<file path="config.mk">
export PLATFORM = sky130hd
export DESIGN_NAME = status_event_reporting
export DESIGN_NICKNAME = d
export VERILOG_FILES = /design/src/rtl/status_pkg.sv /design/src/rtl/status_grp_if.sv /design/src/rtl/status_event_reporting.sv /design/src/rtl/status_group.sv
export VERILOG_INCLUDE_DIRS = /design/src /design/src/rtl
export SDC_FILE = /design/constraint.sdc
export NUM_CORES = 1
export LEC_CHECK = 0
export ABC_AREA = 1
export BUFFER_PORTS_ARGS = -buffer_cell sky130_fd_sc_hd__buf_2
export CAP_MARGIN = 15
export CORE_UTILIZATION = 50
export CTS_CLUSTER_DIAMETER = 80
export DETAILED_ROUTE_END_ITERATION = 10
export PLACE_DENSITY = 0.7
export SKIP_LAST_GASP = 1
export SLEW_MARGIN = 10
export SYNTH_ARGS = -nofsm -noshare
export SYNTH_HDL_FRONTEND = slang
export SYNTH_SLANG_ARGS = --single-unit
</file>
<file path="constraint.sdc">
create_clock -name i_ref_clk -period 2.05 [get_ports i_ref_clk]
set_input_delay 0.205 -clock i_ref_clk [delete_from_list [all_inputs] [get_ports i_ref_clk]]
set_output_delay 0.205 -clock i_ref_clk [all_outputs]
set_load 0.01 [all_outputs]
</file>
<file path="src/rtl/status_consts.svh">
`ifndef STATUS_CONSTS_SVH
`define STATUS_CONSTS_SVH
// Summary of operation
// - Reading a group's event part returns its latched bits, then clears them.
// - Reading a group's condition part has no side effect on it.
// - Operation condition part shows the monitored hardware signals live, unlatched.
// - Rising-transition mask (0..32767 by write, 65535 after preset) picks bits whose 0-to-1 change sets events.
// - Falling-transition mask (0..32767) picks bits whose 1-to-0 change sets events.
// - Per-group enable mask picks event bits feeding that group's summary bit.
// - Preset loads every rising-transition mask with all ones.
// - Preset clears every falling-transition mask to zero.
// - Preset clears the enable masks of both groups.
// - Instrument reset command leaves every status group register unchanged.
// - Error queue read returns oldest entry and removes it, first in first out.
// - Error queue read when empty returns code zero, meaning no error.
// - Error codes are signed; positive instrument-specific, negative standard-defined.
`define SER_REG_W 16
`define SER_COND_W 15
`define SER_WR_MASK 16'h7fff
`define SER_PTR_PRESET 16'hffff
`define SER_NTR_PRESET 16'h0000
`define SER_ENA_PRESET 16'h0000
`define SER_EVT_CLEAR 16'h0000
`define SER_NO_ERROR 16'h0000
`define SER_ERRQ_DEPTH 8
`endif

</file>
<file path="src/rtl/status_pkg.sv">
`include "status_consts.svh"
package status_pkg;
	typedef enum logic [3:0] {
		OP_NONE = 4'h0,
		OP_RD_EVT = 4'h1,
		OP_RD_COND = 4'h2,
		OP_RD_PTR = 4'h3,
		OP_RD_NTR = 4'h4,
		OP_RD_ENA = 4'h5,
		OP_WR_PTR = 4'h6,
		OP_WR_NTR = 4'h7,
		OP_WR_ENA = 4'h8,
		OP_PRESET = 4'h9,
		OP_RD_ERR = 4'ha,
		OP_INST_RST = 4'hb
	} op_t;
	typedef logic [`SER_REG_W-1:0] reg_t;
	typedef logic signed [`SER_REG_W-1:0] err_code_t;
endpackage : status_pkg

</file>
<file path="src/rtl/status_grp_if.sv">
interface status_grp_if;
	import status_pkg::*;
	logic wr_ptr;
	logic wr_ntr;
	logic wr_ena;
	logic preset;
	logic rd_evt;
	reg_t wdata;
	reg_t cond;
	reg_t evt;
	reg_t ptr;
	reg_t ntr;
	reg_t ena;
	logic summary;
	modport ctrl (output wr_ptr, wr_ntr, wr_ena, preset, rd_evt, wdata,
		input cond, evt, ptr, ntr, ena, summary);
	modport grp (input wr_ptr, wr_ntr, wr_ena, preset, rd_evt, wdata,
		output cond, evt, ptr, ntr, ena, summary);
endinterface : status_grp_if

</file>
<file path="src/rtl/status_event_reporting.sv">
`include "status_consts.svh"
module status_event_reporting
	import status_pkg::*;
#(
	parameter int COND_W = `SER_COND_W,
	parameter int ERRQ_DEPTH = `SER_ERRQ_DEPTH
) (
	// Clock and reset
	input wire logic i_ref_clk,
	input wire logic i_sys_rst,
	// Monitored hardware conditions
	input wire logic [COND_W-1:0] i_oper_cond,
	input wire logic [COND_W-1:0] i_ques_cond,
	// Command from the software interface
	input wire logic i_cmd_valid,
	input wire op_t i_cmd_op,
	input wire logic i_cmd_ques,
	input wire logic [`SER_REG_W-1:0] i_cmd_data,
	// Error entries from the instrument
	input wire logic i_err_push,
	input wire err_code_t i_err_code,
	// Query answers
	output logic o_resp_valid,
	output logic [`SER_REG_W-1:0] o_resp_data,
	// Summary bits and queue state
	output logic o_oper_sum,
	output logic o_ques_sum,
	output logic o_err_empty,
	output logic o_err_full
);
	localparam int AW = (ERRQ_DEPTH > 1) ? $clog2(ERRQ_DEPTH) : 1;
	localparam int CW = $clog2(ERRQ_DEPTH + 1);
	localparam logic [CW-1:0] DEPTH_C = CW'(ERRQ_DEPTH);
	localparam logic [AW-1:0] LAST_IDX = AW'(ERRQ_DEPTH - 1);

	status_grp_if oper_if ();
	status_grp_if ques_if ();

	logic sel_oper;
	logic sel_ques;
	logic is_read;
	logic pop;
	logic push;
	err_code_t queue [ERRQ_DEPTH];
	logic [AW-1:0] wr_idx;
	logic [AW-1:0] rd_idx;
	logic [CW-1:0] count;
	logic [CW-1:0] next_count;
	logic [`SER_REG_W-1:0] next_resp_data;
	reg_t grp_evt;
	reg_t grp_cond;
	reg_t grp_ptr;
	reg_t grp_ntr;
	reg_t grp_ena;

	status_group #(
		.COND_W(COND_W)
	) u_oper (
		.i_ref_clk(i_ref_clk),
		.i_sys_rst(i_sys_rst),
		.i_cond(i_oper_cond),
		.bus(oper_if.grp)
	);

	status_group #(
		.COND_W(COND_W)
	) u_ques (
		.i_ref_clk(i_ref_clk),
		.i_sys_rst(i_sys_rst),
		.i_cond(i_ques_cond),
		.bus(ques_if.grp)
	);

	// Command decode; instrument reset reaches no group strobe
	assign sel_oper = i_cmd_valid && !i_cmd_ques;
	assign sel_ques = i_cmd_valid && i_cmd_ques;

	assign oper_if.wr_ptr = sel_oper && (i_cmd_op == OP_WR_PTR);
	assign oper_if.wr_ntr = sel_oper && (i_cmd_op == OP_WR_NTR);
	assign oper_if.wr_ena = sel_oper && (i_cmd_op == OP_WR_ENA);
	assign oper_if.rd_evt = sel_oper && (i_cmd_op == OP_RD_EVT);
	assign oper_if.preset = i_cmd_valid && (i_cmd_op == OP_PRESET);
	assign oper_if.wdata = i_cmd_data;

	assign ques_if.wr_ptr = sel_ques && (i_cmd_op == OP_WR_PTR);
	assign ques_if.wr_ntr = sel_ques && (i_cmd_op == OP_WR_NTR);
	assign ques_if.wr_ena = sel_ques && (i_cmd_op == OP_WR_ENA);
	assign ques_if.rd_evt = sel_ques && (i_cmd_op == OP_RD_EVT);
	assign ques_if.preset = i_cmd_valid && (i_cmd_op == OP_PRESET);
	assign ques_if.wdata = i_cmd_data;

	// Group view for the answer mux
	assign grp_evt = i_cmd_ques ? ques_if.evt : oper_if.evt;
	assign grp_cond = i_cmd_ques ? ques_if.cond : oper_if.cond;
	assign grp_ptr = i_cmd_ques ? ques_if.ptr : oper_if.ptr;
	assign grp_ntr = i_cmd_ques ? ques_if.ntr : oper_if.ntr;
	assign grp_ena = i_cmd_ques ? ques_if.ena : oper_if.ena;

	// Error queue pointers
	assign pop = i_cmd_valid && (i_cmd_op == OP_RD_ERR) && (count != '0);
	// Full queue drops the newest entry unless a read frees a slot
	assign push = i_err_push && ((count != DEPTH_C) || pop);

	always_comb begin
		next_count = count;
		if (push && !pop) begin
			next_count = count + CW'(1);
		end else if (pop && !push) begin
			next_count = count - CW'(1);
		end
	end

	always_ff @(posedge i_ref_clk) begin
		if (i_sys_rst) begin
			wr_idx <= '0;
			rd_idx <= '0;
			count <= '0;
		end else begin
			count <= next_count;
			if (push) begin
				wr_idx <= (wr_idx == LAST_IDX) ? '0 : wr_idx + AW'(1);
			end
			if (pop) begin
				rd_idx <= (rd_idx == LAST_IDX) ? '0 : rd_idx + AW'(1);
			end
		end
	end

	// Storage needs no reset; count guards every read
	always_ff @(posedge i_ref_clk) begin
		if (push) begin
			queue[wr_idx] <= i_err_code;
		end
	end

	// Answer mux
	always_comb begin
		is_read = 1'b0;
		next_resp_data = '0;
		case (i_cmd_op)
			OP_RD_EVT: begin
				is_read = 1'b1;
				next_resp_data = grp_evt;
			end
			OP_RD_COND: begin
				is_read = 1'b1;
				next_resp_data = grp_cond;
			end
			OP_RD_PTR: begin
				is_read = 1'b1;
				next_resp_data = grp_ptr;
			end
			OP_RD_NTR: begin
				is_read = 1'b1;
				next_resp_data = grp_ntr;
			end
			OP_RD_ENA: begin
				is_read = 1'b1;
				next_resp_data = grp_ena;
			end
			OP_RD_ERR: begin
				is_read = 1'b1;
				next_resp_data = (count == '0) ? `SER_NO_ERROR : queue[rd_idx];
			end
			default: begin
				is_read = 1'b0;
				next_resp_data = '0;
			end
		endcase
	end

	always_ff @(posedge i_ref_clk) begin
		if (i_sys_rst) begin
			o_resp_valid <= 1'b0;
			o_resp_data <= '0;
		end else begin
			o_resp_valid <= i_cmd_valid && is_read;
			if (i_cmd_valid && is_read) begin
				o_resp_data <= next_resp_data;
			end
		end
	end

	// Registered summary adds one cycle so outputs leave a flop
	always_ff @(posedge i_ref_clk) begin
		if (i_sys_rst) begin
			o_oper_sum <= 1'b0;
			o_ques_sum <= 1'b0;
		end else begin
			o_oper_sum <= oper_if.summary;
			o_ques_sum <= ques_if.summary;
		end
	end

	always_ff @(posedge i_ref_clk) begin
		if (i_sys_rst) begin
			o_err_empty <= 1'b1;
			o_err_full <= 1'b0;
		end else begin
			o_err_empty <= (next_count == '0);
			o_err_full <= (next_count == DEPTH_C);
		end
	end

	a_summary_follows: assert property (@(posedge i_ref_clk) disable iff (i_sys_rst)
		##1 (o_oper_sum == $past(|(oper_if.evt & oper_if.ena))) && (o_ques_sum == $past(|(ques_if.evt & ques_if.ena))))
		else $error("summary bit does not match masked events");
	a_masked_summary: assert property (@(posedge i_ref_clk) disable iff (i_sys_rst)
		(oper_if.ena == '0) |=> !o_oper_sum)
		else $error("summary set with enable mask clear");
	a_inst_rst_keep: assert property (@(posedge i_ref_clk) disable iff (i_sys_rst)
		(i_cmd_valid && i_cmd_op == OP_INST_RST) |=> $stable(oper_if.ptr) && $stable(oper_if.ntr)
			&& $stable(oper_if.ena) && $stable(ques_if.ptr) && $stable(ques_if.ntr) && $stable(ques_if.ena)
			&& (($past(oper_if.evt) & ~oper_if.evt) == '0))
		else $error("instrument reset changed status registers");
	a_cond_read_keep: assert property (@(posedge i_ref_clk) disable iff (i_sys_rst)
		(i_cmd_valid && i_cmd_op == OP_RD_COND) |=> o_resp_valid && (o_resp_data == $past(grp_cond))
			&& $stable(oper_if.ptr) && (($past(oper_if.evt) & ~oper_if.evt) == '0)
			&& (($past(ques_if.evt) & ~ques_if.evt) == '0))
		else $error("condition read wrong or had side effect");
	a_evt_read_value: assert property (@(posedge i_ref_clk) disable iff (i_sys_rst)
		(i_cmd_valid && i_cmd_op == OP_RD_EVT) |=> o_resp_valid && (o_resp_data == $past(grp_evt)))
		else $error("event read returned wrong value");
	a_err_empty_zero: assert property (@(posedge i_ref_clk) disable iff (i_sys_rst)
		(i_cmd_valid && i_cmd_op == OP_RD_ERR && count == '0) |=> o_resp_valid && (o_resp_data == `SER_NO_ERROR))
		else $error("empty error queue did not return zero");
	a_err_fifo_pop: assert property (@(posedge i_ref_clk) disable iff (i_sys_rst)
		(pop && !push) |=> (o_resp_data == $past(queue[rd_idx])) && (count == $past(count) - CW'(1)))
		else $error("error queue read not oldest or not removed");
	a_err_one_entry: assert property (@(posedge i_ref_clk) disable iff (i_sys_rst)
		(i_err_push && count == '0 && !i_cmd_valid) ##1 (i_cmd_valid && i_cmd_op == OP_RD_ERR && !i_err_push)
			|=> $signed(o_resp_data) == $past(i_err_code, 2))
		else $error("signed error code not returned as stored");

	c_oper_event_read: cover property (@(posedge i_ref_clk) disable iff (i_sys_rst)
		(oper_if.evt != '0) ##1 (i_cmd_valid && i_cmd_op == OP_RD_EVT && !i_cmd_ques));
	c_summary_raised: cover property (@(posedge i_ref_clk) disable iff (i_sys_rst)
		$rose(o_ques_sum));
	c_preset_done: cover property (@(posedge i_ref_clk) disable iff (i_sys_rst)
		i_cmd_valid && i_cmd_op == OP_PRESET);
	c_queue_full_pop: cover property (@(posedge i_ref_clk) disable iff (i_sys_rst)
		o_err_full ##1 pop);
endmodule : status_event_reporting

</file>
<file path="src/rtl/status_group.sv">
`include "status_consts.svh"
module status_group
	import status_pkg::*;
#(
	parameter int COND_W = `SER_COND_W
) (
	// Clock and reset
	input wire logic i_ref_clk,
	input wire logic i_sys_rst,
	// Hardware condition pins
	input wire logic [COND_W-1:0] i_cond,
	// Control from the command decoder
	status_grp_if.grp bus
);
	logic [COND_W-1:0] cond_meta;
	logic [COND_W-1:0] cond_live;
	logic [COND_W-1:0] cond_prev;
	reg_t cond_w;
	reg_t prev_w;
	reg_t rise;
	reg_t fall;
	reg_t set_vec;
	reg_t ptr;
	reg_t ntr;
	reg_t ena;
	reg_t evt;

	// Pins are asynchronous to the clock
	always_ff @(posedge i_ref_clk) begin
		if (i_sys_rst) begin
			cond_meta <= '0;
			cond_live <= '0;
		end else begin
			cond_meta <= i_cond;
			cond_live <= cond_meta;
		end
	end

	always_ff @(posedge i_ref_clk) begin
		if (i_sys_rst) begin
			cond_prev <= '0;
		end else begin
			cond_prev <= cond_live;
		end
	end

	assign cond_w = {{(`SER_REG_W-COND_W){1'b0}}, cond_live};
	assign prev_w = {{(`SER_REG_W-COND_W){1'b0}}, cond_prev};
	assign rise = cond_w & ~prev_w & ptr;
	assign fall = ~cond_w & prev_w & ntr;
	assign set_vec = rise | fall;

	// Writes only reach bits 14..0; preset may load bit 15 of the rising mask
	always_ff @(posedge i_ref_clk) begin
		if (i_sys_rst) begin
			ptr <= `SER_PTR_PRESET;
			ntr <= `SER_NTR_PRESET;
			ena <= `SER_ENA_PRESET;
		end else if (bus.preset) begin
			ptr <= `SER_PTR_PRESET;
			ntr <= `SER_NTR_PRESET;
			ena <= `SER_ENA_PRESET;
		end else begin
			if (bus.wr_ptr) begin
				ptr <= bus.wdata & `SER_WR_MASK;
			end
			if (bus.wr_ntr) begin
				ntr <= bus.wdata & `SER_WR_MASK;
			end
			if (bus.wr_ena) begin
				ena <= bus.wdata & `SER_WR_MASK;
			end
		end
	end

	// A transition in the read cycle survives the clear
	always_ff @(posedge i_ref_clk) begin
		if (i_sys_rst) begin
			evt <= `SER_EVT_CLEAR;
		end else if (bus.rd_evt) begin
			evt <= set_vec;
		end else begin
			evt <= evt | set_vec;
		end
	end

	assign bus.cond = cond_w;
	assign bus.evt = evt;
	assign bus.ptr = ptr;
	assign bus.ntr = ntr;
	assign bus.ena = ena;
	assign bus.summary = |(evt & ena);

	a_evt_read_clear: assert property (@(posedge i_ref_clk) disable iff (i_sys_rst)
		bus.rd_evt |=> (evt == $past(set_vec)))
		else $error("event part not cleared by read");
	a_rise_capture: assert property (@(posedge i_ref_clk) disable iff (i_sys_rst)
		(|rise) |=> ((evt & $past(rise)) == $past(rise)))
		else $error("rising transition not captured");
	a_fall_capture: assert property (@(posedge i_ref_clk) disable iff (i_sys_rst)
		(|fall) |=> ((evt & $past(fall)) == $past(fall)))
		else $error("falling transition not captured");
	a_evt_sticky_hold: assert property (@(posedge i_ref_clk) disable iff (i_sys_rst)
		!bus.rd_evt |=> ((evt & $past(evt)) == $past(evt)))
		else $error("event bit lost without read");
	a_preset_masks: assert property (@(posedge i_ref_clk) disable iff (i_sys_rst)
		bus.preset |=> (ptr == `SER_PTR_PRESET) && (ntr == `SER_NTR_PRESET) && (ena == `SER_ENA_PRESET))
		else $error("preset values not loaded");
	a_no_spurious_evt: assert property (@(posedge i_ref_clk) disable iff (i_sys_rst)
		(!bus.rd_evt && set_vec == '0) |=> (evt == $past(evt)))
		else $error("event bit set without qualified transition");
endmodule : status_group

</file>
==> implementation parameters, run 1 <==
Parameter                              Value

Run status
  Status ... finished, final reports clean

CTS
  TritonCTS Buffers ... 38
  Clock sinks ... 374
  Deepest clock path buffer count ... 3
  Depth of the CTS H-tree ... 2
  Clock tree from TritonCTS ... done
  Post-CTS clock slew at the launch and capture registers of the worst setup and hold paths ... 0.06 ns
  Root Driver ... clkbuf_16
  Clock insertion delay at the later pin of the skew report ... 0.53 ns

Critical path
  End of the worst register-to-register path ... queue[7][14]
  Peak per-stage delay on the critical path ... 0.36 ns
  Reg2reg path depth ... 8
  Crit path DAT ... 2.08 ns
  Buffers plus inverters on the worst setup path ... 3
  Startpoint type of the worst setup path ... register
  Worst setup path class ... reg2reg
  Family with the most delay on the worst path ... simple AND/OR/NAND/NOR gates
  Critical path capture point type ... register
  Critical path peak fanout ... 10
  Slowest cell on crit path ... dfxtp_1
  Worst reg2reg startpoint ... count[0]
  Register-to-Register Setup Slack ... 0.18 ns
  Required time at the worst-slack endpoint ... 2.27 ns
  Chain of cells forming the critical path ... inv_1 > ha_1 > nand4_1 > nand2_1 > inv_1 > nand2_1 > nor2_1 > buf_4

GRT
  Via count of the first global-routing pass ... 12000
  Number of antenna violations at the first check in global routing ... 3
  Wire length of the first global-routing pass ... 64300 um
  Pin count of the biggest net entering global routing ... 140
  Overall track demand over capacity in global routing ... 0.269
  Remaining Overflow, GRT ... 0

Timing
  Final setup vio count ... 0
  Final number of max-transition violations ... 0
  Tightest slew margin relative to the limit ... 0.364
  Final clock skew ... 0.0168 ns
  Fraction of the cycle the final worst path needs ... 0.911
  Shortest clock period the worst path allows after layout ... 1.87 ns
  Crit path setup slack, layout ... 0.182 ns
  Unrepaired setup endpoints after global routing ... no
  Max Freq ... 535 MHz
  Measured slew at the worst slew-check pin ... 0.945 ns
  Final hold violations ... 0
  Setup TNS ... 0 ns

Route
  Wire length after detailed routing ... 41600 um
  Drc violations ... 0
  Routed via count ... 12900
  DRC marker count from the first detailed-route iteration ... 1362
  Via/cell ratio ... 5.44
  Router iterations before antenna repair ... 6
  Average routed wire per standard cell ... 17.5 um
  Count of nets left with antenna violations after detail routing ... 0

Power
  Leakage power ... 7.36 nW
  Max rail drop VDD ... 0.000663 V
  Power Dens Cells ... 878 nW/um^2

Yosys
  Seq cells post-synth ... 374
  Commonest register cell after synthesis ... dfxtp_1
  Count of warnings emitted by yosys ... 0
  Proportion of synthesized chip area in sequential cells ... 0.581
  Share of synthesized flip-flops with an asynchronous set or reset ... 0
  Post-synth net total ... 1863
  Avg Inst Size Synth ... 8.45 um^2
  Post-synthesis instance area ... 15100 um^2
  Number of flops mapped to enable cells by yosys ... 128
  Share of Yosys cell area claimed by the top area cell type ... 0.326
  Instance count of the mapped netlist ... 1786
  Ranking of synthesized cells by area ... dfxtp_1 (33%), edfxtp_1 (25%), nand2_1 (8.2%), nor2_1 (7.2%), o21ai_0 (5.2%)
  Number of library cell types mapped by synthesis ... 40
  Post-synth top area cell ... dfxtp_1

Floorplanning
  Number of top-level design ports ... 92
  Die width ... 176 um
  Full die area ... 30900 um^2
  Initial core utilization ... 0.509
  Chip Height ... 176 um
  Total number of placement rows ... 63
  Core Box Area ... 29600 um^2

Place
  Pre-CTS setup slack ... 0.177 ns
  Global placer's final weighted congestion ... 0.883
  DP HPWL ... 27300 um
  Count of port buffers added during placement ... 90
  Placed cell areas ... 16400 um^2

Cells and area
  Utilization after layout ... 0.612
  Cell area after layout ... 18100 um^2
  Net count, final ... 2029
  Layout Area Growth over Synthesis ... 20.1%
  Layout cell share with drive strength beyond 1 ... 0.123

Flow run
  Max-cap check violation count ... 0

Min path
  WHS Path Cells ... 3
  Startpoint of the most critical hold path ... i_cmd_data[5]
  Destination of the worst hold path ... u_ques.bus.ptr[5]
  Worst hold path class ... in2reg
[cell usage after synthesis, types with 2 or more instances]
| cell | n |
|---|---|
| nor3_1 | 24 |
| ha_1 | 6 |
| nor2_1 | 289 |
| a221oi_1 | 2 |
| buf_6 | 2 |
| buf_1 | 9 |
| dfxtp_1 | 246 |
| o21ai_1 | 6 |
| buf_2 | 17 |
| nand3_1 | 104 |
| edfxtp_1 | 128 |
| a21oi_1 | 134 |
| o21ai_0 | 156 |
| nand2_1 | 331 |
| clkinv_1 | 3 |
| inv_1 | 165 |
| nand3_2 | 2 |
| buf_4 | 4 |
| a22oi_1 | 20 |
| nand2_2 | 2 |
| xor2_1 | 3 |
| nor2_4 | 2 |
| a31oi_1 | 12 |
| nor3_4 | 2 |
| a22o_1 | 2 |
| inv_2 | 8 |
| o211ai_1 | 32 |
| dlygate4sd1_1 | 2 |
| nand4_1 | 7 |
| clkbuf_1 | 56 |
[cell type report]
cell class	instances	area (um^2)
diodes	1	2.50
clock buffers	61	1140
clock inverters	8	86.3
fillers	2515	11500
inverters	176	661
multi-input cells	1145	5270
flip-flops and latches	374	8770
well taps	390	488
repair buffers	217	1720
[stage by stage]
stage | power (W) | cells | hold slack [ns]
final | 0.0159 | 2372 | 0.00885
after global routing | 0.0165 | 2372 | 0.0212
after CTS | 0.0160 | 2371 | 0.00170
after detailed placement | 0.00922 | 2247 | 0.395
after global placement | 0.00919 | 2247 | 0.389
after floorplan | 0.00876 | 1786 | 0.304
[placed cells by master (no fill, tap or decap), types with 3 or more instances in the layout]
master and instances:
a22oi_1 20, clkbuf_16 38, buf_2 89, nand3_1 104
nor3_1 24, dlygate4sd3_1 55, inv_2 8, buf_4 59
clkbuf_1 10, dfxtp_1 244, xor2_1 3, buf_12 14
clkinv_1 3, ha_1 6, nand4_1 7, o211ai_1 32
nand2_1 331, clkbuf_8 9, a31oi_1 12, o21ai_0 156
nor2_1 289, edfxtp_1 128, inv_1 165, a21oi_1 134
o21ai_1 6, clkinv_2 3
[sequential cells by signal, indices dropped and copies added, names as in the netlist, 4 cells and up, named ones only]
| register | cells |
|---|---|
| u_oper.bus.ena | 15 |
| u_oper.bus.ntr | 15 |
| u_ques.bus.ntr | 15 |
| u_oper.bus.ptr | 16 |
| u_ques.bus.ena | 15 |
| u_ques.cond_live | 15 |
| u_oper.cond_live | 15 |
| u_oper.bus.evt | 15 |
| u_oper.cond_meta | 15 |
| u_ques.cond_meta | 15 |
| u_ques.bus.ptr | 16 |
| queue | 128 |
| count | 4 |
| o_resp_data | 16 |
| u_oper.cond_prev | 15 |
| u_ques.cond_prev | 15 |
| u_ques.bus.evt | 15 |
[metal layers]
metal	up-vias	global-route usage	routed length, um	share of wire
met1	6047	0.365	18100	0.43
met2	525	0.430	18800	0.45
met4	2	0.105	1520	0.037
met3	102	0.0468	3150	0.076
li1	6218	-	-	-
met5	-	0	9	0.00022
[power breakdown]
| group | switching, W | internal, W | leakage (nW) | total, W |
|---|---|---|---|---|
| Clock | 0.00282 | 0.00394 | 0.604 | 0.00677 |
| Combinational | 0.000717 | 0.000425 | 3.59 | 0.00114 |
| Sequential | 0.000127 | 0.00790 | 3.17 | 0.00803 |
| Total | 0.00366 | 0.0123 | 7.36 | 0.0159 |
[how the worst max path moves through the flow]
stage | to | slack (ns) | start | depth (start not counted)
after floorplan | queue[1][0] | -0.07 | count[0] | 7
after global placement | queue[7][3] | 0.21 | i_cmd_op[1] | 10
after detailed placement | queue[2][3] | 0.18 | i_cmd_op[1] | 10
after CTS | queue[2][1] | 0.17 | count[0] | 8
after global routing | queue[1][6] | 0.001 | count[0] | 8
final | queue[7][14] | 0.18 | count[0] | 8
[tightest hold or removal path, stage by stage]
cell,delay (ns)
buf_2,0.17
nand2_1,0.07
nand3_1,0.07
[kinds of logic (layout without fill, tap and decap cells)]
logic type,Yosys count,count (layout),synth area share
buf+inv,267,462,0.0705
fa+ha+maj,6,6,0.00497
other cells,0,1,0
compound gates,369,369,0.135
flops,374,374,0.581
xor+xnor,3,3,0.00174
simple gates,767,767,0.207
[what timing repair did]
action,4_1_cts,5_1_grt
endpoints found under the hold margin,177,0
gates resized for setup,0,0
setup buffers,0,0
setup endpoints to repair,0,0
hold buffers,55,0
Note: power is estimated with default switching activity, not from simulation.
==> run 2: changes to the inputs <==
--- a/config.mk
+++ b/config.mk
@@ -9,6 +9,7 @@
 export ABC_AREA = 1
 export BUFFER_PORTS_ARGS = -buffer_cell sky130_fd_sc_hd__buf_2
 export CAP_MARGIN = 15
+export CORE_MARGIN = 4
 export CORE_UTILIZATION = 50
 export CTS_CLUSTER_DIAMETER = 80
 export DETAILED_ROUTE_END_ITERATION = 10
==> run 2 against run 1 <==
  * Total power increased by 1.5%
  * Sequential power barely moved
  * Clock skew decreased by 0.0028 ns
  * Sequential share of layout area stayed put
  * Critical path type unchanged
  * Global-route usage down 2.7 points
==> implementation parameters, run 2 (synthesized netlist as in run 1, its figures left out) <==
Parameter                              Value

Route
  Router iterations before antenna repair ... 6 (unchanged)
  Average routed wire per standard cell ... 17.5 um (about the same)
  Count of nets left with antenna violations after detail routing ... 0 (unchanged)
  Routed via count ... 12900 (-0.34%)
  Wire length after detailed routing ... 41400 um (-0.47%)
  Via/cell ratio ... 5.44 (+0.17%)
  Drc violations ... 0 (unchanged)
  DRC marker count from the first detailed-route iteration ... 1555 (+14%)

CTS
  Clock tree from TritonCTS ... done
  Clock insertion delay at the later pin of the skew report ... 0.52 ns (about the same)
  Clock sinks ... 374 (unchanged)
  Post-CTS clock slew at the launch and capture registers of the worst setup and hold paths ... 0.06 ns (about the same)
  PostCTS Resize Cnt ... 0 (unchanged)
  TritonCTS Buffers ... 39 (+2.6%)
  Depth of the CTS H-tree ... 2 (unchanged)
  Root Driver ... clkbuf_16
  Deepest clock path buffer count ... 3 (unchanged)

Floorplanning
  Chip Height ... 182 um (+3.4%)
  Number of top-level design ports ... 92 (unchanged)
  Core Box Area ... 29700 um^2 (+0.27%)
  Die width ... 182 um (+3.4%)
  Initial core utilization ... 0.508 (-0.00135)
  Full die area ... 33000 um^2 (+6.9%)
  Total number of placement rows ... 63 (unchanged)

Timing
  Final number of max-transition violations ... 0 (unchanged)
  Shortest clock period the worst path allows after layout ... 1.85 ns (-0.0218 ns)
  Measured slew at the worst slew-check pin ... 0.664 ns (-0.281 ns)
  Unrepaired setup endpoints after global routing ... no
  Fraction of the cycle the final worst path needs ... 0.901 (-0.0107)
  Max Freq ... 542 MHz (+1.2%)
  Final setup vio count ... 0 (unchanged)
  Final hold violations ... 0 (unchanged)
  Tightest slew margin relative to the limit ... 0.553 (+0.189)
  Final clock skew ... 0.0140 ns (-0.00281 ns)

GRT
  Wire length of the first global-routing pass ... 64100 um (-0.39%)
  Number of antenna violations at the first check in global routing ... 0 (-3)
  Overall track demand over capacity in global routing ... 0.242 (-0.0275)
  Remaining Overflow, GRT ... 0 (unchanged)
  Pin count of the biggest net entering global routing ... 66 (-53%)
  Via count of the first global-routing pass ... 11900 (-1.0%)

Power
  Total power ... 0.0162 W (+1.5%)
  Max rail drop VDD ... 0.000605 V (-8.7%)
  Leakage power ... 7.35 nW (-0.19%)
  Clock group share of total power ... 0.434 (+0.009)
  Relative contribution of combinational cells to total power ... 0.070 (-0.002)
  Reported net switching power ... 0.00368 W (+0.45%)
  Internal power ... 0.0125 W (+1.8%)
  Sequential power share ... 0.497 (-0.007)
  Switching share of total power ... 0.228 (-0.00233)
  Power Dens Cells ... 891 nW/um^2 (+1.5%)

Cells and area
  Storage element area ... 8770 um^2 (unchanged)
  Layout Area Growth over Synthesis ... 20.1% (unchanged)
  Count of fill cells added during filler insertion ... 2518 (+0.12%)
  Top library cells by usage in the layout, fill and taps aside ... nand2_1 (331), nor2_1 (289), dfxtp_1 (244), inv_1 (165), o21ai_0 (156)
  Non-Filler Instances ... 2360 (-0.51%)
  Multi-input gate area in the final layout ... 5270 um^2 (unchanged)
  Most common cell after layout, fill and taps aside ... nand2_1
  Net count, final ... 2019 (-0.49%)
  Layout cell share with drive strength beyond 1 ... 0.120 (-0.00281)
  Flip-flop count of the largest register, all copies and words added ... 128 (unchanged)
  Register ranked first by flip-flop count ... queue

Critical path
  Worst setup path class ... reg2reg
  Startpoint type of the worst setup path ... register
  Critical path capture point type ... register
  Required time at the worst-slack endpoint ... 2.28 ns (about the same)
  Critical path peak fanout ... 16 (+6)
  Crit path DAT ... 2.07 ns (about the same)
  Reg2reg path depth ... 8 (unchanged)
  Worst reg2reg startpoint ... count[0]
  Start point of the critical path ... count[0]

Min path
  Startpoint of the most critical hold path ... i_cmd_data[3]
  WHS Path Cells ... 3 (unchanged)
  Worst hold path class ... in2reg

Place
  Post-placement cell count ... 2240 (-0.31%)
  Count of port buffers added during placement ... 90 (unchanged)
  Global placer's final weighted congestion ... 0.911 (+3.1%)
  DP HPWL ... 28000 um (+2.7%)

Run status
  Status ... finished, final reports clean

Flow run
  Max-cap check violation count ... 0 (unchanged)
run 2: changes by cell type in the layout (fill, tap and decap cells not counted), moves of 3 or more:
cell	before	now
clkinv_2	3	11
dlygate4sd3_1	55	51
bufinv_16	1	5
buf_4	59	47
clkbuf_1	10	7
buf_12	14	19
clkbuf_8	9	1
run 2: final timing paths:
kind                               end  slack, ns
setup / recovery           queue[5][5]       0.20
hold / removal       u_oper.bus.ptr[3]       0.01
setup reg to reg           queue[5][5]       0.20
hold reg to reg   u_oper.cond_live[14]       0.40
run 2: through the flow:
stage	utilization	worst slack (ns)	setup TNS (ns)	area, um^2	hold slack [ns]
after floorplan	-	-0.0733	-8.62	15100	0.304
after global placement	0.551	0.156	0	16400	0.389
after CTS	0.610	0.172	0	18100	0.00149
final	0.610	0.204	0	18100	0.0123
after detailed placement	0.551	0.111	0	16400	0.395
after global routing	0.610	0.0472	0	18100	0.0140
run 2: layer usage:
layer  up-vias  part of all wire  GRT usage
met1      6033              0.42      0.338
met3       100             0.077     0.0367
met4         0             0.037     0.0922
met5         -                 0          0
met2       521              0.46      0.384
li1       6196                 -          -
run 2: worst max-delay path, stage by stage (launching register included):
cell,delay (ns)
dfxtp_1,0.37
inv_1,0.10
ha_1,0.25
nand4_1,0.10
nand2_1,0.12
inv_1,0.10
nand2_1,0.11
nor2_1,0.21
buf_12,0.19
run 2: layout make-up:
cell class | instances | area share
inverter | 176 | 0.0364
tap | 390 | 0.0269
antenna | 1 | 0.000138
clock inverter | 21 | 0.0131
clock buffer | 47 | 0.0560
timing repair buffer | 206 | 0.0931
sequential | 374 | 0.484
multi-input combinational | 1145 | 0.291
run 2: power groups by stage:
stage | logic [W] | clock network [W] | registers, W
after floorplan | 0.000611 | 0 | 0.00815
after global routing | 0.00125 | 0.00741 | 0.00804
after CTS | 0.00112 | 0.00709 | 0.00803
after global placement | 0.00101 | 0 | 0.00818
after detailed placement | 0.00104 | 0 | 0.00818
final | 0.00113 | 0.00701 | 0.00803
run 2: timing repair:
action / 4_1_cts / 5_1_grt
setup buffers: 0 / 0
endpoints found under the hold margin: 168 / 0
hold buffers: 51 / 0
==> run 3: changes to the inputs <==
--- a/config.mk
+++ b/config.mk
@@ -6,14 +6,13 @@
 export SDC_FILE = /design/constraint.sdc
 export NUM_CORES = 1
 export LEC_CHECK = 0
-export ABC_AREA = 1
 export BUFFER_PORTS_ARGS = -buffer_cell sky130_fd_sc_hd__buf_2
 export CAP_MARGIN = 15
 export CORE_MARGIN = 4
-export CORE_UTILIZATION = 50
+export CORE_UTILIZATION = 54
 export CTS_CLUSTER_DIAMETER = 80
 export DETAILED_ROUTE_END_ITERATION = 10
-export PLACE_DENSITY = 0.7
+export PLACE_DENSITY = 0.75
 export SKIP_LAST_GASP = 1
 export SLEW_MARGIN = 10
 export SYNTH_ARGS = -nofsm -noshare
==> run 3 against run 2 <==
  * Hold slack worse by 0.0036 ns
  * Design area up 0.28%
  * Synthesized cell count down 25%
  * Critical path depth down 2
  * Clock power down 2%
  * Largest power group unchanged
  * Total power down 1.2%
  * Final cell count down 18%
  * Setup slack worse by 0.20 ns
  * Global-route usage up 1.9 points
  * Non-clock buffer count up 20
  * First-iteration DRC count down 31%
==> implementation parameters, run 3 <==
Parameter                              Value

Run status
  Status ... finished, final reports clean

GRT
  Via count of the first global-routing pass ... 11000 (-7.2%)
  Remaining Overflow, GRT ... 0 (unchanged)
  Wire length of the first global-routing pass ... 62800 um (-1.9%)
  Number of antenna violations at the first check in global routing ... 2 (+2)
  Overall track demand over capacity in global routing ... 0.261 (+0.0194)
  Pin count of the biggest net entering global routing ... 87 (+32%)

Timing
  Setup TNS ... 0 ns (unchanged)
  WHS ... 0.00869 ns (-0.00362 ns)
  Unrepaired setup endpoints after global routing ... yes
  Shortest clock period the worst path allows after layout ... 2.04 ns (+0.196 ns)
  Final hold violations ... 0 (unchanged)
  Max Freq ... 490 MHz (-9.6%)
  Final clock skew ... 0.0109 ns (-0.00309 ns)
  Fraction of the cycle the final worst path needs ... 0.996 (+0.0954)
  Measured slew at the worst slew-check pin ... 0.828 ns (+0.164 ns)
  Final number of max-transition violations ... 0 (unchanged)
  Tightest slew margin relative to the limit ... 0.434 (-0.119)
  Final setup vio count ... 0 (unchanged)

CTS
  Clock tree from TritonCTS ... done
  Number of buffers added for setup after CTS ... 0 (unchanged)
  Post-CTS clock slew at the launch and capture registers of the worst setup and hold paths ... 0.06 ns (about the same)
  TritonCTS Buffers ... 38 (-2.6%)
  Clock sinks ... 374 (unchanged)
  Clock insertion delay at the later pin of the skew report ... 0.51 ns (about the same)
  Root Driver ... clkbuf_16
  Deepest clock path buffer count ... 3 (unchanged)
  Depth of the CTS H-tree ... 2 (unchanged)

Cells and area
  Storage element area ... 8770 um^2 (about the same)
  Most common cell after layout, fill and taps aside ... dfxtp_1
  Ant diodes ... 0 (-1)
  Layout cell share with drive strength beyond 1 ... 0.200 (+0.0805)
  Layout Area Growth over Synthesis ... 21.4%
  Net count, final ... 1604 (-21%)
  Utilization after layout ... 0.671 (+0.0608)
  Top library cells by usage in the layout, fill and taps aside ... dfxtp_1 (243), nand2_1 (189), edfxtp_1 (128), nor2b_1 (100), nor2_1 (93)
  Non-Filler Instances ... 1924 (-18%)
  Multi-input gate area in the final layout ... 5890 um^2 (+12%)
  Register ranked first by flip-flop count ... queue
  Count of fill cells added during filler insertion ... 1981 (-21%)
  Flip-flop count of the largest register, all copies and words added ... 128 (unchanged)

Floorplanning
  Core Box Area ... 27100 um^2 (-8.8%)
  Initial core utilization ... 0.553 (+0.0449)
  Die width ... 175 um (-3.9%)
  Number of top-level design ports ... 92 (unchanged)
  Chip Height ... 175 um (-3.9%)
  Full die area ... 30500 um^2 (-7.7%)
  Total number of placement rows ... 60 (-4.8%)

Route
  Wire length after detailed routing ... 40800 um (-1.4%)
  Average routed wire per standard cell ... 21.2 um (+21%)
  DRC marker count from the first detailed-route iteration ... 1066 (-31%)
  Drc violations ... 0 (unchanged)
  Count of nets left with antenna violations after detail routing ... 0 (unchanged)
  Via/cell ratio ... 5.98 (+9.8%)
  Routed via count ... 11500 (-10%)
  Router iterations before antenna repair ... 7 (+1)

Critical path
  Chain of cells forming the critical path ... inv_1 > ha_2 > nor3b_2 > or4b_4 > or2_1 > a311oi_1
  Startpoint type of the worst setup path ... register
  Crit path DAT ... 2.45 ns (+0.38 ns)
  Reg2reg path depth ... 6 (-2)
  Required time at the worst-slack endpoint ... 2.45 ns (+0.17 ns)
  Slowest cell on crit path ... or4b_4
  End of the worst register-to-register path ... o_resp_data[2]
  Worst reg2reg startpoint ... count[0]
  Critical path peak fanout ... 13 (-3)
  Peak per-stage delay on the critical path ... 0.63 ns (+0.26 ns)
  Worst setup path class ... reg2reg
  Register-to-Register Setup Slack ... 0.008 ns (-0.20 ns)
  Critical path capture point type ... register

Min path
  Destination of the worst hold path ... u_oper.bus.ntr[13]
  Worst hold path class ... in2reg
  WHS Path Cells ... 3 (unchanged)
  Startpoint of the most critical hold path ... i_cmd_data[13]

Place
  Count of port buffers added during placement ... 90 (unchanged)
  Post-placement cell count ... 1810 (-19%)
  Global placer's final weighted congestion ... 0.951 (+4.4%)
  DP HPWL ... 27100 um (-3.4%)

Yosys
  Number of flops mapped to enable cells by yosys ... 128 (unchanged)
  Post-synth net total ... 1420 (-24%)
  Instance count of the mapped netlist ... 1343 (-25%)
  Proportion of synthesized chip area in sequential cells ... 0.585 (+0.00432)
  Share of Yosys cell area claimed by the top area cell type ... 0.329 (+0.00242)
  Leading cell type by number of instances after synthesis ... dfxtp_1
  Commonest register cell after synthesis ... dfxtp_1
  Avg Inst Size Synth ... 11.2 um^2 (+32%)
  Ranking of synthesized cells by area ... dfxtp_1 (33%), edfxtp_1 (26%), mux2i_1 (5.0%), mux4_2 (4.8%), nand2_1 (4.7%)
  Seq cells post-synth ... 374 (unchanged)
  Number of library cell types mapped by synthesis ... 66 (+65%)
  Share of synthesized flip-flops with an asynchronous set or reset ... 0 (unchanged)
  Post-synthesis instance area ... 15000 um^2 (-0.74%)
  Post-synth top area cell ... dfxtp_1
  Top post-synthesis cells by count ... dfxtp_1 (246), nand2_1 (189), edfxtp_1 (128)
  Count of warnings emitted by yosys ... 0 (unchanged)

Flow run
  Max-cap check violation count ... 0 (unchanged)

Power
  Max rail drop VDD ... 0.000599 V (-1.0%)
  Leakage power ... 6.70 nW (-8.9%)
  Power Dens Cells ... 878 nW/um^2 (-1.4%)
==> run 3: cell types whose count changed after synthesis, moves of 18 or more <==
cell      previous run  this run
buf_2               17        35
nand3b_1             0        34
clkbuf_1            56        36
o211ai_1            32         4
mux4_2               0        32
nand2_1            331       189
a21oi_1            134        80
mux2i_1              0        75
inv_1              165         6
nor2_1             289        94
nor2b_1              0       100
o21ai_0            156        47
nand3_1            104        37
==> run 3: final cells by class <==
class	instances	share of cell area
flip-flops and latches	374	0.482
well taps	372	0.0256
repair buffers	226	0.0989
inverters	6	0.00124
multi-input cells	881	0.324
clock buffers	56	0.0612
clock inverters	9	0.00674
==> run 3: metrics by stage <==
step,instance area (um^2),power [W],setup slack [ns]
floorplan,15100,0.00872,-0.0773
global placement,16500,0.00916,-0.255
detailed placement,16500,0.00920,-0.280
CTS,18200,0.0160,0.0286
global route,18200,0.0165,-0.0488
finish,18200,0.0160,0.00821
==> run 3: what timing repair did <==
action / 4_1_cts / 5_1_grt
setup endpoints to repair: 1 / 8
pin swaps: 0 / 0
hold buffers: 49 / 0
resized for setup: 1 / 3
endpoints found under the hold margin: 166 / 0
==> run 3: critical path: cells and delay by family, from the launching register on <==
| kind | cells | cell delay (ns) |
|---|---|---|
| adder cells (fa/ha/maj) | 1 | 0.18 |
| buffers and inverters | 1 | 0.05 |
| AO/OA/AOI/OAI | 1 | 0.31 |
| AND/OR/NAND/NOR | 3 | 1.07 |
| flip-flops | 1 | 0.33 |
==> run 3: worst max-delay path by stage <==
| stage | startpoint | end | slack [ns] | depth (start not counted) |
|---|---|---|---|---|
| 6_report | count[0] | o_resp_data[2] | 0.008 | 6 |
| 5_1_grt | count[0] | o_resp_data[2] | -0.05 | 6 |
| 4_1_cts | count[0] | o_resp_data[2] | 0.03 | 6 |
| 3_5_place_dp | i_cmd_op[3] | o_resp_data[7] | -0.28 | 7 |
| 2_1_floorplan | count[0] | queue[7][0] | -0.08 | 5 |
| 3_3_place_gp | i_cmd_op[3] | o_resp_data[7] | -0.26 | 7 |
==> run 3: logic make-up (layout without fill, tap and decap cells) <==
group | count (synthesis) | count (layout) | share of synthesized area
AOI/OAI and AO/OA | 232 | 232 | 0.0979
xor gates and xnor gates | 1 | 1 | 0.000585
adders and majority gates | 6 | 6 | 0.00501
buffers and inverters | 88 | 297 | 0.0277
DFF | 374 | 374 | 0.585
muxes | 123 | 123 | 0.110
and+or+nand+nor | 519 | 519 | 0.173
==> run 3: report_power, final <==
part | total, W | switching, W | internal, W
Combinational | 0.00113 | 0.000634 | 0.000497
Sequential | 0.00801 | 0.000139 | 0.00787
Clock | 0.00684 | 0.00271 | 0.00413
==> run 3: per-layer routing <==
metal / GRT usage / vias to the layer above / share of wire
met5: 0 / - / 0.00066
met4: 0.0861 / 4 / 0.030
met3: 0.0517 / 100 / 0.10
met2: 0.404 / 621 / 0.45
met1: 0.374 / 5585 / 0.42
li1: - / 5193 / -
